`src/rtl/umc_map.svh`:
```
`ifndef UMC_MAP_SVH
`define UMC_MAP_SVH

// Register offsets
`define UMC_OFF_CTRL      8'h00
`define UMC_OFF_MODE      8'h04
`define UMC_OFF_IEN_SET   8'h08
`define UMC_OFF_IEN_CLR   8'h0C
`define UMC_OFF_IEN_VIEW  8'h10
`define UMC_OFF_STATUS    8'h14

// Reset values and writable bits
`define UMC_MODE_RST      32'h0000_0000
`define UMC_MODE_WMASK    32'h173F_FFFF
`define UMC_IMR_RST       32'h0000_0000
`define UMC_IRQ_WMASK     32'h000F_3FFF

// Control register fields
`define UMC_CR_RETRY_CLR  13

// Mode register fields
`define UMC_MD_USMODE     3:0
`define UMC_MD_CLKSEL     5:4
`define UMC_MD_CLEN       7:6
`define UMC_MD_CHAN       15:14
`define UMC_MD_ORDER      16
`define UMC_MD_NINE       17
`define UMC_MD_CKOUT      18
`define UMC_MD_NOACK      20
`define UMC_MD_SUCC       21
`define UMC_MD_MAXIT      26:24
`define UMC_MD_FILTER     28

// Field values
`define UMC_USMODE_ISO_T0 4'h4
`define UMC_USMODE_ISO_T1 4'h6
`define UMC_CLKSEL_EXT    2'h3
`define UMC_NINE_BITS     4'h9
`define UMC_CHAR_BASE     4'h5

// Status bit positions
`define UMC_ST_ITER       10

`endif

```
`src/rtl/umc_pkg.sv`:
```
package umc_pkg;

   typedef logic [31:0] umc_word_t;

   typedef enum logic [1:0]
   {
      UMC_CH_NORMAL = 2'h0,
      UMC_CH_ECHO   = 2'h1,
      UMC_CH_LOCAL  = 2'h2,
      UMC_CH_REMOTE = 2'h3
   } umc_chan_e;

endpackage

```
`src/rtl/umc_top.sv`:
```
// Added by the designer: the APB slave port and the address map.
`timescale 1ns/1ps
`include "umc_map.svh"

// Behaviour
// RULE1 - Echo: receive line copied onto transmit pin
// RULE2 - Local loop: transmitter output feeds receiver
// RULE3 - Remote loop: receive pin to transmit pin
// RULE4 - Bit order select picks MSB first
// RULE5 - Nine-bit select forces 9-bit characters
// RULE6 - Clock pin driven unless external clock chosen; code also requires the clock output bit (bit 18) set
// RULE7 - NACK inhibit suppresses every NACK
// RULE8 - Parity error gives immediate NACK normally
// RULE9 - Successive NACKs counted up to limit
// RULE10 - At limit stop NACKs, raise iteration flag
// RULE11 - Retry limit used only in T0
// RULE12 - Filter: two-of-three vote at sample tick
// RULE13 - Filter off: receive line passes unfiltered; code still drops pulses seen for only one clock in the synchroniser
// RULE14 - Enable-set writes of one enable sources
// RULE15 - Interrupt bit positions 0 to 13
// RULE16 - Modem change bits 16 to 19
// RULE17 - Enable-clear writes of one disable sources
// RULE18 - Mask view reports enabled sources
// RULE19 - T0 mode value gates retry and NACK
// RULE20 - Retry flag clear only in ISO mode
// RULE21 - Interrupt is OR of masked flags
// RULE22 - Mask resets zero, updates next cycle
module umc_top
#(
   parameter int ADDR_W = 12
)
(
   // Clock and reset
   input  wire logic               pclk,
   input  wire logic               presetn,
   // APB slave
   input  wire logic               psel,
   input  wire logic               penable,
   input  wire logic               pwrite,
   input  wire logic [ADDR_W-1:0]  paddr,
   input  wire umc_pkg::umc_word_t pwdata,
   output      umc_pkg::umc_word_t prdata,
   output      logic               pready,
   output      logic               pslverr,
   // Serial pins
   input  wire logic               rxd_pin,
   output      logic               txd_pin,
   input  wire logic               sck_in,
   output      logic               sck_out,
   output      logic               sck_oe_n,
   // Core side
   input  wire logic               tx_serial,
   output      logic               rx_serial,
   input  wire logic               sample_tick,
   input  wire logic               baud_clk,
   input  wire logic               parity_err,
   input  wire logic               char_ok,
   output      logic               nack_req,
   output      logic               msb_first,
   output      logic [3:0]         char_bits,
   output      logic [3:0]         usart_mode,
   // Status and interrupt
   input  wire umc_pkg::umc_word_t status_src,
   output      logic               irq
);
   import umc_pkg::*;

   // -----------------------------------------------
   // Elaboration check
   // -----------------------------------------------
   generate
      if (ADDR_W < 8 || ADDR_W > 32)
      begin : g_bad_addr
         $error("ADDR_W must be 8 to 32");
      end
   endgenerate

   // -----------------------------------------------
   // Registers
   // -----------------------------------------------
   umc_word_t  mode_q;
   umc_word_t  mask_q;
   umc_word_t  prdata_q;
   logic       sync1_q;
   logic       sync2_q;
   logic       sync3_q;
   logic       rxd_q;
   logic [2:0] samp_q;
   logic       txd_q;
   logic       rxs_q;
   logic       sck_q;
   logic       sck_oe_n_q;
   logic [2:0] cnt_q;
   logic       iter_q;
   logic       nack_q;
   logic       irq_q;

   // -----------------------------------------------
   // APB decode
   // -----------------------------------------------
   wire logic [7:0] offs = paddr[7:0];
   wire logic hi_zero = (paddr >> 8) == '0;
   wire logic setup = psel & ~penable;
   wire logic access = psel & penable;
   wire logic hit_ctrl = hi_zero && offs == `UMC_OFF_CTRL;
   wire logic hit_mode = hi_zero && offs == `UMC_OFF_MODE;
   wire logic hit_set = hi_zero && offs == `UMC_OFF_IEN_SET;
   wire logic hit_clr = hi_zero && offs == `UMC_OFF_IEN_CLR;
   wire logic hit_view = hi_zero && offs == `UMC_OFF_IEN_VIEW;
   wire logic hit_stat = hi_zero && offs == `UMC_OFF_STATUS;
   wire logic addr_ok = hit_ctrl | hit_mode | hit_set |
                        hit_clr | hit_view | hit_stat;
   wire logic wr = access & pwrite & addr_ok;
   wire logic wr_ctrl = wr & hit_ctrl;
   wire logic wr_mode = wr & hit_mode;
   wire logic wr_set = wr & hit_set;
   wire logic wr_clr = wr & hit_clr;
   wire logic rd_setup = setup & ~pwrite;

   assign pready  = 1'b1;
   assign pslverr = access & ~addr_ok;

   // -----------------------------------------------
   // Mode fields
   // -----------------------------------------------
   wire umc_chan_e chan = umc_chan_e'(mode_q[`UMC_MD_CHAN]);
   wire logic [3:0] usmode = mode_q[`UMC_MD_USMODE];
   wire logic iso_t0 = usmode == `UMC_USMODE_ISO_T0; // RULE19
   wire logic iso_any = iso_t0 ||
                        usmode == `UMC_USMODE_ISO_T1;
   wire logic nack_inh = mode_q[`UMC_MD_NOACK];
   wire logic succ_dis = mode_q[`UMC_MD_SUCC];
   wire logic [2:0] max_it = mode_q[`UMC_MD_MAXIT];
   wire logic filter_on = mode_q[`UMC_MD_FILTER];
   wire logic sck_drive = mode_q[`UMC_MD_CKOUT] &&
        mode_q[`UMC_MD_CLKSEL] != `UMC_CLKSEL_EXT; // RULE6

   assign msb_first  = mode_q[`UMC_MD_ORDER]; // RULE4
   assign usart_mode = usmode;
   assign char_bits  = mode_q[`UMC_MD_NINE] ? // RULE5
                       `UMC_NINE_BITS :
                       `UMC_CHAR_BASE +
                       {2'b00, mode_q[`UMC_MD_CLEN]};

   // -----------------------------------------------
   // Receive line filter
   // -----------------------------------------------
   wire logic maj = (samp_q[0] & samp_q[1]) |
                    (samp_q[1] & samp_q[2]) |
                    (samp_q[0] & samp_q[2]);
   wire logic rx_line = filter_on ? maj : rxd_q; // RULE12 RULE13

   // -----------------------------------------------
   // Channel routing
   // -----------------------------------------------
   wire logic txd_d =
      (chan == UMC_CH_ECHO)   ? rx_line :   // RULE1
      (chan == UMC_CH_REMOTE) ? rx_line :   // RULE3
      (chan == UMC_CH_LOCAL)  ? 1'b1 :
                                tx_serial;
   wire logic rxs_d =
      (chan == UMC_CH_LOCAL)  ? tx_serial : // RULE2
      (chan == UMC_CH_REMOTE) ? 1'b1 :
                                rx_line;

   // -----------------------------------------------
   // NACK and retry counting
   // -----------------------------------------------
   wire logic err_ev = parity_err & iso_t0; // RULE11
   wire logic below = cnt_q < max_it;
   wire logic [2:0] cnt_inc = 3'(cnt_q + 3'h1);
   wire logic nack_d = err_ev & ~nack_inh & // RULE7
                       (~succ_dis | below); // RULE8 RULE9
   wire logic iter_set = err_ev & succ_dis & // RULE10
                         (~below | cnt_inc == max_it);
   wire logic iter_clr = wr_ctrl & iso_any & // RULE20
                         pwdata[`UMC_CR_RETRY_CLR];
   wire logic iter_d = iter_set | (iter_q & ~iter_clr);
   wire logic [2:0] cnt_d =
      (iter_clr | (char_ok & iso_t0)) ? 3'h0 :
      (err_ev & succ_dis & below)     ? cnt_inc : // RULE9
                                        cnt_q;

   // -----------------------------------------------
   // Status, mask and read mux
   // -----------------------------------------------
   umc_word_t stat_word;
   always_comb
   begin
      stat_word = status_src & `UMC_IRQ_WMASK; // RULE15 RULE16
      stat_word[`UMC_ST_ITER] = iter_q;
   end

   wire umc_word_t mask_d = (mask_q | // RULE14 RULE22
      (wr_set ? pwdata & `UMC_IRQ_WMASK : '0)) &
      ~(wr_clr ? pwdata : '0); // RULE17
   wire logic irq_d = |(stat_word & mask_q); // RULE21

   wire umc_word_t rd_data =
      hit_mode ? mode_q :
      hit_view ? mask_q :               // RULE18
      hit_stat ? stat_word :
                 '0;

   assign prdata    = prdata_q;
   assign txd_pin   = txd_q;
   assign rx_serial = rxs_q;
   assign sck_out   = sck_q;
   assign sck_oe_n  = sck_oe_n_q;
   assign nack_req  = nack_q;
   assign irq       = irq_q;

   // -----------------------------------------------
   // Register file
   // -----------------------------------------------
   always_ff @(posedge pclk or negedge presetn)
   begin
      if (!presetn)
      begin
         mode_q   <= `UMC_MODE_RST;
         mask_q   <= `UMC_IMR_RST;
         prdata_q <= '0;
      end
      else
      begin
         if (wr_mode)
            mode_q <= pwdata & `UMC_MODE_WMASK;
         mask_q <= mask_d;
         if (rd_setup)
            prdata_q <= rd_data;
      end
   end

   // -----------------------------------------------
   // Pin synchroniser and filter samples
   // -----------------------------------------------
   always_ff @(posedge pclk or negedge presetn)
   begin
      if (!presetn)
      begin
         sync1_q <= 1'b1;
         sync2_q <= 1'b1;
         sync3_q <= 1'b1;
         rxd_q   <= 1'b1;
         samp_q  <= 3'h7;
      end
      else
      begin
         sync1_q <= rxd_pin;
         sync2_q <= sync1_q;
         sync3_q <= sync2_q;
         if (sync2_q == sync3_q)
            rxd_q <= sync3_q;
         if (sample_tick)
            samp_q <= {samp_q[1:0], rxd_q};
      end
   end

   // -----------------------------------------------
   // Line outputs and retry state
   // -----------------------------------------------
   always_ff @(posedge pclk or negedge presetn)
   begin
      if (!presetn)
      begin
         txd_q      <= 1'b1;
         rxs_q      <= 1'b1;
         sck_q      <= 1'b0;
         sck_oe_n_q <= 1'b1;
         cnt_q      <= 3'h0;
         iter_q     <= 1'b0;
         nack_q     <= 1'b0;
         irq_q      <= 1'b0;
      end
      else
      begin
         txd_q      <= txd_d;
         rxs_q      <= rxs_d;
         sck_q      <= baud_clk;
         sck_oe_n_q <= ~sck_drive;
         cnt_q      <= cnt_d;
         iter_q     <= iter_d;
         nack_q     <= nack_d;
         irq_q      <= irq_d;
      end
   end
endmodule

```
`config.mk`:
```
export PLATFORM = sky130hd
export DESIGN_NAME = umc_top
export DESIGN_NICKNAME = d
export VERILOG_FILES = /design/src/rtl/umc_pkg.sv /design/src/rtl/umc_top.sv
export VERILOG_INCLUDE_DIRS = /design/src /design/src/rtl
export SDC_FILE = /design/constraint.sdc
export NUM_CORES = 1
export LEC_CHECK = 0
export CORE_MARGIN = 3
export CORE_UTILIZATION = 58
export CTS_CLUSTER_DIAMETER = 30
export DETAILED_ROUTE_END_ITERATION = 8
export DONT_BUFFER_PORTS = 1
export MAX_ROUTING_LAYER = met4
export PLACE_DENSITY = 0.77
export SYNTH_ARGS = -nofsm -noshare
export SYNTH_HDL_FRONTEND = slang
export SYNTH_SLANG_ARGS = --single-unit
```
`constraint.sdc`:
```
create_clock -name pclk -period 2.2 [get_ports pclk]
set_input_delay 0.22 -clock pclk [delete_from_list [all_inputs] [get_ports pclk]]
set_output_delay 0.22 -clock pclk [all_outputs]
set_load 0.005 [all_outputs]
```
==> flow_summary_export.csv, run 1 <==
group,metric,value,unit
status,status,"finished, violations left",
status,violations,"hold timing",
clock_tree,htree_levels,3,
synth,synth_nets,489,
detailed_routing,drc,0,
synth,synth_cells,396,
global_route,use_met3,0.0602,
pwr,ir_worst_vdd,0.473,mV
sta,fin_crit,1.95,ns
cells_and_area,areaGrowthSynthToFinish,14.9,%
synth,synth_cell_type_count,44,
setup_path,critPathLaunchType,"flop",
sta,clock.fmax,513,MHz
cells_and_area,fillCellCount,582,
cells_and_area,drive_gt1_frac,0.202,
floorplanning,die-area,9230,µm²
synth,synth.most_common_cell,"dfrtp_1",
clock_tree,root_buffer,"clkbuf_8",
setup_path,cp.required,2.50,ns
global_route,gr-usage-all-layers,0.272,
sta,finClkSkew,0.0118,ns
global_route,antenna_found_initial,0,
global_route,grt_util_met1,0.344,
sta,worst_pin_slew,0.583,ns
synth,ys.flop_type,"dfrtp_1",
sta,finalHoldViolations,107,
clock_tree,cts_buffer_depth,2,
pwr,power_density,647,nW/µm²
floorplanning,placementRows,32,
clock_tree,cts_resized,0,
floorplanning,fp.dieW,96.1,µm
floorplanning,start_util,0.603,
setup_path,cp_slowest_cell,"or4_1",
setup_path,path_max_fanout,6,
pwr,power,3.50,mW
clock_tree,cts_tree,"yes",
pwr,power_leakage,2.41,nW
sta,setup_violations,0,
clock_tree,clock_sinks,107,
detailed_routing,first_iter_violations,187,
detailed_routing,vias_per_cell,6.26,
detailed_routing,antenna_left,0,
global_route,overflow,0,
sta,rsz0062_at_grt,"false",
setup_path,criticalPathCategory,"flop to flop",
cells_and_area,final_nets,524,
setup_path,arrival,2.25,ns
global_route,grt_pass1_wl,18200,µm
synth,synth_seq_cells,107,
setup_path,crit_top_cell,"a21oi_1",
synth,syn_avg_cell_area,11.9,µm²
detailed_routing,wl_per_cell,21.8,µm
floorplanning,coreArea,7810,µm²
clock_tree,post_cts_buffers,0,
detailed_routing,routed_wl,11700,µm
synth,synth_area_leaders,"dfrtp_1 (52%), mux2_2 (11%), dfstp_2 (5.6%)",
sta,slew_violations,0,
synth,yosysTopAreaCell,"dfrtp_1",
synth,ys.warnings.count,0,
place,placed_cells,483,
global_route,grt_util_met2,0.432,
global_route,busiest_layer,"met2",
floorplanning,die_y,96.1,µm
synth,ys_seq_area_frac,0.572,
sta,relSlewSlack,0.608,
synth,synth_edf_count,0,
synth,yosys.area.top_type_share,0.516,
clock_tree,numCtsBuffers,9,
setup_path,cpPeakStageDelay,0.56,ns
cells_and_area,finalNonFillerCells,538,
sta,fin_crit_sh,0.886,
synth,synth_area,4710,µm²
sta,holdWs,-0.467,ns
place,dp_slack,0.268,ns
floorplanning,num_io_pins,137,
cells_and_area,diodes,0,
synth,synthArstFlopShare,1.00,
place,io_buffers,0,
global_route,grt_max_degree,108,
setup_path,setup.worst_path.end_class,"flop",
hold_path,hold_path.class,"input pin to asynchronous set/reset pin",
global_route,grt_pass1_vias,3590,
detailed_routing,vias,3366,
detailed_routing,drtPass1Iterations,4,
clock_tree,clkTransAtPathRegs,0.11,ns
place,gp_congestion,0.853,
synth,synth_commonest_cells,"dfrtp_1 (97), mux2_2 (47), a21oi_1 (42)",
setup_path,cp_cell_sequence,"inv_1, ha_1, a21oi_1, o21ai_0, or4_1, a21oi_1",
place,hpwl,7690,µm
run,drv_cap,0,
sta,worst_slack,0.250,ns
sta,tns,0,ns
clock_tree,clk_latency,0.36,ns
clock_tree,hold_buffers,36,
worst paths after layout:
| kind | cells after the start | slack [ns] | endpoint | from |
|---|---|---|---|---|
| setup / recovery | 6 | 0.25 | cnt_q[2] | mode_q[26] |
| hold / removal | 0 | -0.47 | prdata[9] | presetn |
| setup reg to reg | 6 | 0.25 | cnt_q[2] | mode_q[26] |
| hold reg to reg | 0 | 0.37 | sync3_q | sync2_q |
| max in group asynchronous | 0 | 2.45 | sync2_q | presetn |
| min in group pclk | 2 | 0.01 | irq | status_src[2] |
registers in the layout, summed over array words and instances, names as in the netlist, 3 cells and up:
register  cells
mask_q       32
prdata       32
mode_q       26
cnt_q         3
samp_q        3
through the flow:
step                      cell area [µm²]  utilization
final                                5410        0.692
after global placement               4790        0.614
after floorplan                      4710            -
after CTS                            5380        0.689
after detailed placement             4790        0.614
after global routing                 5410        0.692
layer usage:
layer / vias to the layer above / part of all wire / routed length [µm]
met2: 161 / 0.49 / 5720
met5: - / 0 / 0
met3: 22 / 0.096 / 1130
met4: 0 / 0.018 / 210
li1: 1522 / - / -
met1: 1661 / 0.40 / 4650
cell families (layout without fill, tap and decap cells):
kind of cell / count (synthesis) / after routing / synth area share
AOI/OAI and AO/OA: 133 / 133 / 0.177
DFF: 107 / 107 / 0.572
and+or+nand+nor: 66 / 66 / 0.0784
muxes: 49 / 49 / 0.117
buffers and inverters: 30 / 70 / 0.0319
adders and majority gates: 7 / 7 / 0.0175
xor gates and xnor gates: 3 / 3 / 0.00558
other: 1 / 1 / 0.000797
worst max-delay path, delay by kind of cell (launching register included):
kind,cells,cell delay (ns)
DFF,1,0.40
buffers and inverters,1,0.06
adders and majority gates,1,0.30
and+or+nand+nor,1,0.56
AOI/OAI and AO/OA,3,0.57
layout by cell type (no fill, tap or decap), drive strengths merged, types with 2 or more instances in the layout:
master       instances
o31ai                3
dfstp               10
and3                 2
buf                  9
a221oi               3
ha                   5
inv                  6
nor3                 4
maj3                 2
dfrtp               97
nor2b                3
a21oi               42
nand3                3
nand4                3
a22oi               29
xor2                 2
a22o                 9
mux2i                2
a21boi              14
nor2                 5
mux2                47
clkbuf              12
bufinv               2
o21ai               30
nand2               36
nor4b                3
dlygate4sd3         39
layout make-up:
type	instances	area [µm²]	area share
clock buffer	12	145	0.0268
multi-input combinational	259	1870	0.347
sequential	107	2690	0.498
inverter	6	22.5	0.00417
timing repair buffer	48	470	0.0870
clock inverter	4	76.3	0.0141
tap	102	128	0.0236
report_power, final:
| group | switching (mW) | internal [mW] | leakage [nW] |
|---|---|---|---|
| Clock | 0.645 | 0.676 | 0.107 |
| Combinational | 0.0649 | 0.0963 | 0.848 |
| Sequential | 0.0146 | 2.00 | 1.46 |
| Total | 0.724 | 2.77 | 2.41 |
(Power assumes the default switching activity.)
==> run 2, diff against run 1 <==
Settings changed: CORE_ASPECT_RATIO set to 0.5, CORE_MARGIN 3 to unset, HOLD_SLACK_MARGIN set to 0.08.
==> run 2 against run 1 <==
  * The flow still finishes with violations (hold timing)
  * Sequential cell count stayed put
  * Combinational power is 4% higher
  * Cell area is 2.3% higher
  * Global-route usage is 3.7 points higher
  * Worst setup slack worse by 0.16 ns
  * Largest power group unchanged
  * Clock-buffer cell count is 3 lower
  * Die area is 7.9% lower
  * Clock skew is 0.0069 ns lower
  * Register-to-register slack worse by 0.16 ns
==> flow_summary_export.csv, run 2 (synthesis gave the netlist of run 1 again) <==
group,metric,value,unit
status,violations,"hold timing",
sta,rsz0062_at_grt,"false",
detailed_routing,antenna_left,0,
global_route,overflow,0,
setup_path,r2r-start,"mode_q[26]",
run,drv_cap,0,
pwr,p_clk_frac,0.442,
floorplanning,num_io_pins,137,
global_route,grt_pass1_vias,3667,
place,hpwl,7770,µm
setup_path,path_max_fanout,6,
status,status,"finished, violations left",
clock_tree,root_buffer,"clkbuf_16",
pwr,comb_power_share,0.043,
setup_path,cp_slowest_cell,"or4_1",
setup_path,cp_cell_sequence,"inv_1, ha_1, a21oi_1, o21ai_0, or4_1, a21oi_1",
sta,worst_pin_slew,0.833,ns
setup_path,cp.required,2.47,ns
clock_tree,htree_levels,3,
floorplanning,start_util,0.619,
setup_path,r2r-end,"cnt_q[2]",
sta,holdWs,-0.440,ns
sta,finalHoldViolations,107,
pwr,swShare,0.206,
sta,slew_violations,0,
pwr,seq_power_share,0.515,
cells_and_area,areaGrowthSynthToFinish,17.5,%
detailed_routing,vias_per_cell,6.27,
sta,finClkSkew,0.00498,ns
cells_and_area,layout_common_cells,"dfrtp_1 (97), mux2_2 (47), a21oi_1 (42)",
cells_and_area,final_nets,525,
clock_tree,clk_latency,0.34,ns
cells_and_area,diodes,0,
pwr,power_leakage,2.47,nW
detailed_routing,wl_per_cell,21.5,µm
detailed_routing,drc,0,
sta,clock.fmax,474,MHz
pwr,ir_worst_vdd,0.449,mV
clock_tree,numCtsBuffers,9,
place,dp_slack,0.145,ns
setup_path,crit_top_cell,"a21oi_1",
pwr,power_density,707,nW/µm²
detailed_routing,first_iter_violations,293,
clock_tree,post_cts_buffers,0,
clock_tree,clkTransAtPathRegs,0.07,ns
sta,worst_slack,0.0921,ns
sta,fin_crit_sh,0.958,
pwr,power,3.91,mW
pwr,p_sw,805,µW
floorplanning,fp.dieW,129,µm
setup_path,arrival,2.37,ns
clock_tree,cts_buffer_depth,2,
clock_tree,clock_sinks,107,
pwr,p_int,3.10,mW
setup_path,crit_end,"cnt_q[2]",
global_route,grt_max_degree,108,
setup_path,criticalPathCategory,"flop to flop",
floorplanning,placementRows,22,
floorplanning,die-area,8500,µm²
detailed_routing,drtPass1Iterations,5,
setup_path,crit_start,"mode_q[26]",
cells_and_area,final_util,0.728,
global_route,grt_pass1_wl,18700,µm
sta,tns,0,ns
sta,fin_crit,2.11,ns
floorplanning,coreArea,7600,µm²
detailed_routing,vias,3419,
setup_path,rr_worst_depth,6,
sta,relSlewSlack,0.443,
sta,setup_violations,0,
cells_and_area,final_common_cell,"dfrtp_1",
hold_path,hold_path.class,"input pin to asynchronous set/reset pin",
clock_tree,cts_resized,0,
place,io_buffers,0,
global_route,antenna_found_initial,0,
floorplanning,die_y,65.7,µm
setup_path,ff2ff_setup_slack,0.09,ns
setup_path,critPathLaunchType,"flop",
setup_path,cpPeakStageDelay,0.57,ns
clock_tree,cts_tree,"yes",
place,gp_congestion,0.933,
setup_path,setup.worst_path.end_class,"flop",
detailed_routing,routed_wl,11700,µm
global_route,gr-usage-all-layers,0.310,
clock_tree,hold_buffers,41,
cells_and_area,drive_gt1_frac,0.204,
==> run 2: cell types whose count changed in the layout (fill, tap and decap cells not counted), sizes merged <==
cell,delta
clkbuf,-3
dlygate4sd3,+2
inv,+2
buf,-1
clkinv,+1
==> run 2: layout make-up <==
type	instances	area, µm²
Sequential cell	107	2690
Fill cell	541	2070
Multi-Input combinational cell	259	1870
Timing Repair Buffer	49	483
Clock buffer	9	225
Tap cell	108	135
Clock inverter	7	98.8
Inverter	6	22.5
==> run 2: power by group through the flow <==
stage | combinational, mW | sequential (mW) | clock [mW]
after global routing | 0.179 | 2.02 | 1.83
final | 0.167 | 2.01 | 1.73
after detailed placement | 0.0937 | 2.05 | 0
after CTS | 0.165 | 2.01 | 1.76
after floorplan | 0.0860 | 2.05 | 0
after global placement | 0.0901 | 2.05 | 0
==> run 2: worst max-delay path, delay by kind of cell, from the launching register on <==
kind	cells	cell delay, ns
simple gates	1	0.57
buf+inv	1	0.07
compound gates	3	0.62
fa+ha+maj	1	0.32
flops	1	0.45
==> run 2: how the worst min path moves through the flow <==
| stage | startpoint | endpoint | slack [ns] |
|---|---|---|---|
| CTS | presetn | prdata[10] | -0.45 |
| global placement | presetn | prdata[6] | -0.07 |
| global route | presetn | prdata[10] | -0.46 |
| detailed placement | presetn | prdata[10] | -0.07 |
| floorplan | presetn | cnt_q[0] | -0.08 |
| finish | presetn | mode_q[6] | -0.44 |
==> run 2: per-layer routing <==
| layer | vias up | global-route usage | wire (µm) |
|---|---|---|---|
| li1 | 1523 | - | - |
| met2 | 136 | 0.517 | 5950 |
| met1 | 1746 | 0.374 | 4700 |
| met3 | 14 | 0.0814 | 940 |
| met5 | - | - | 0 |
| met4 | 0 | 0.0941 | 131 |
==> run 2: stage by stage <==
stage	instances	instance area (µm²)
2_1_floorplan	396	4710
3_3_place_gp	488	4790
3_5_place_dp	488	4790
4_1_cts	545	5530
5_1_grt	545	5530
6_report	545	5530
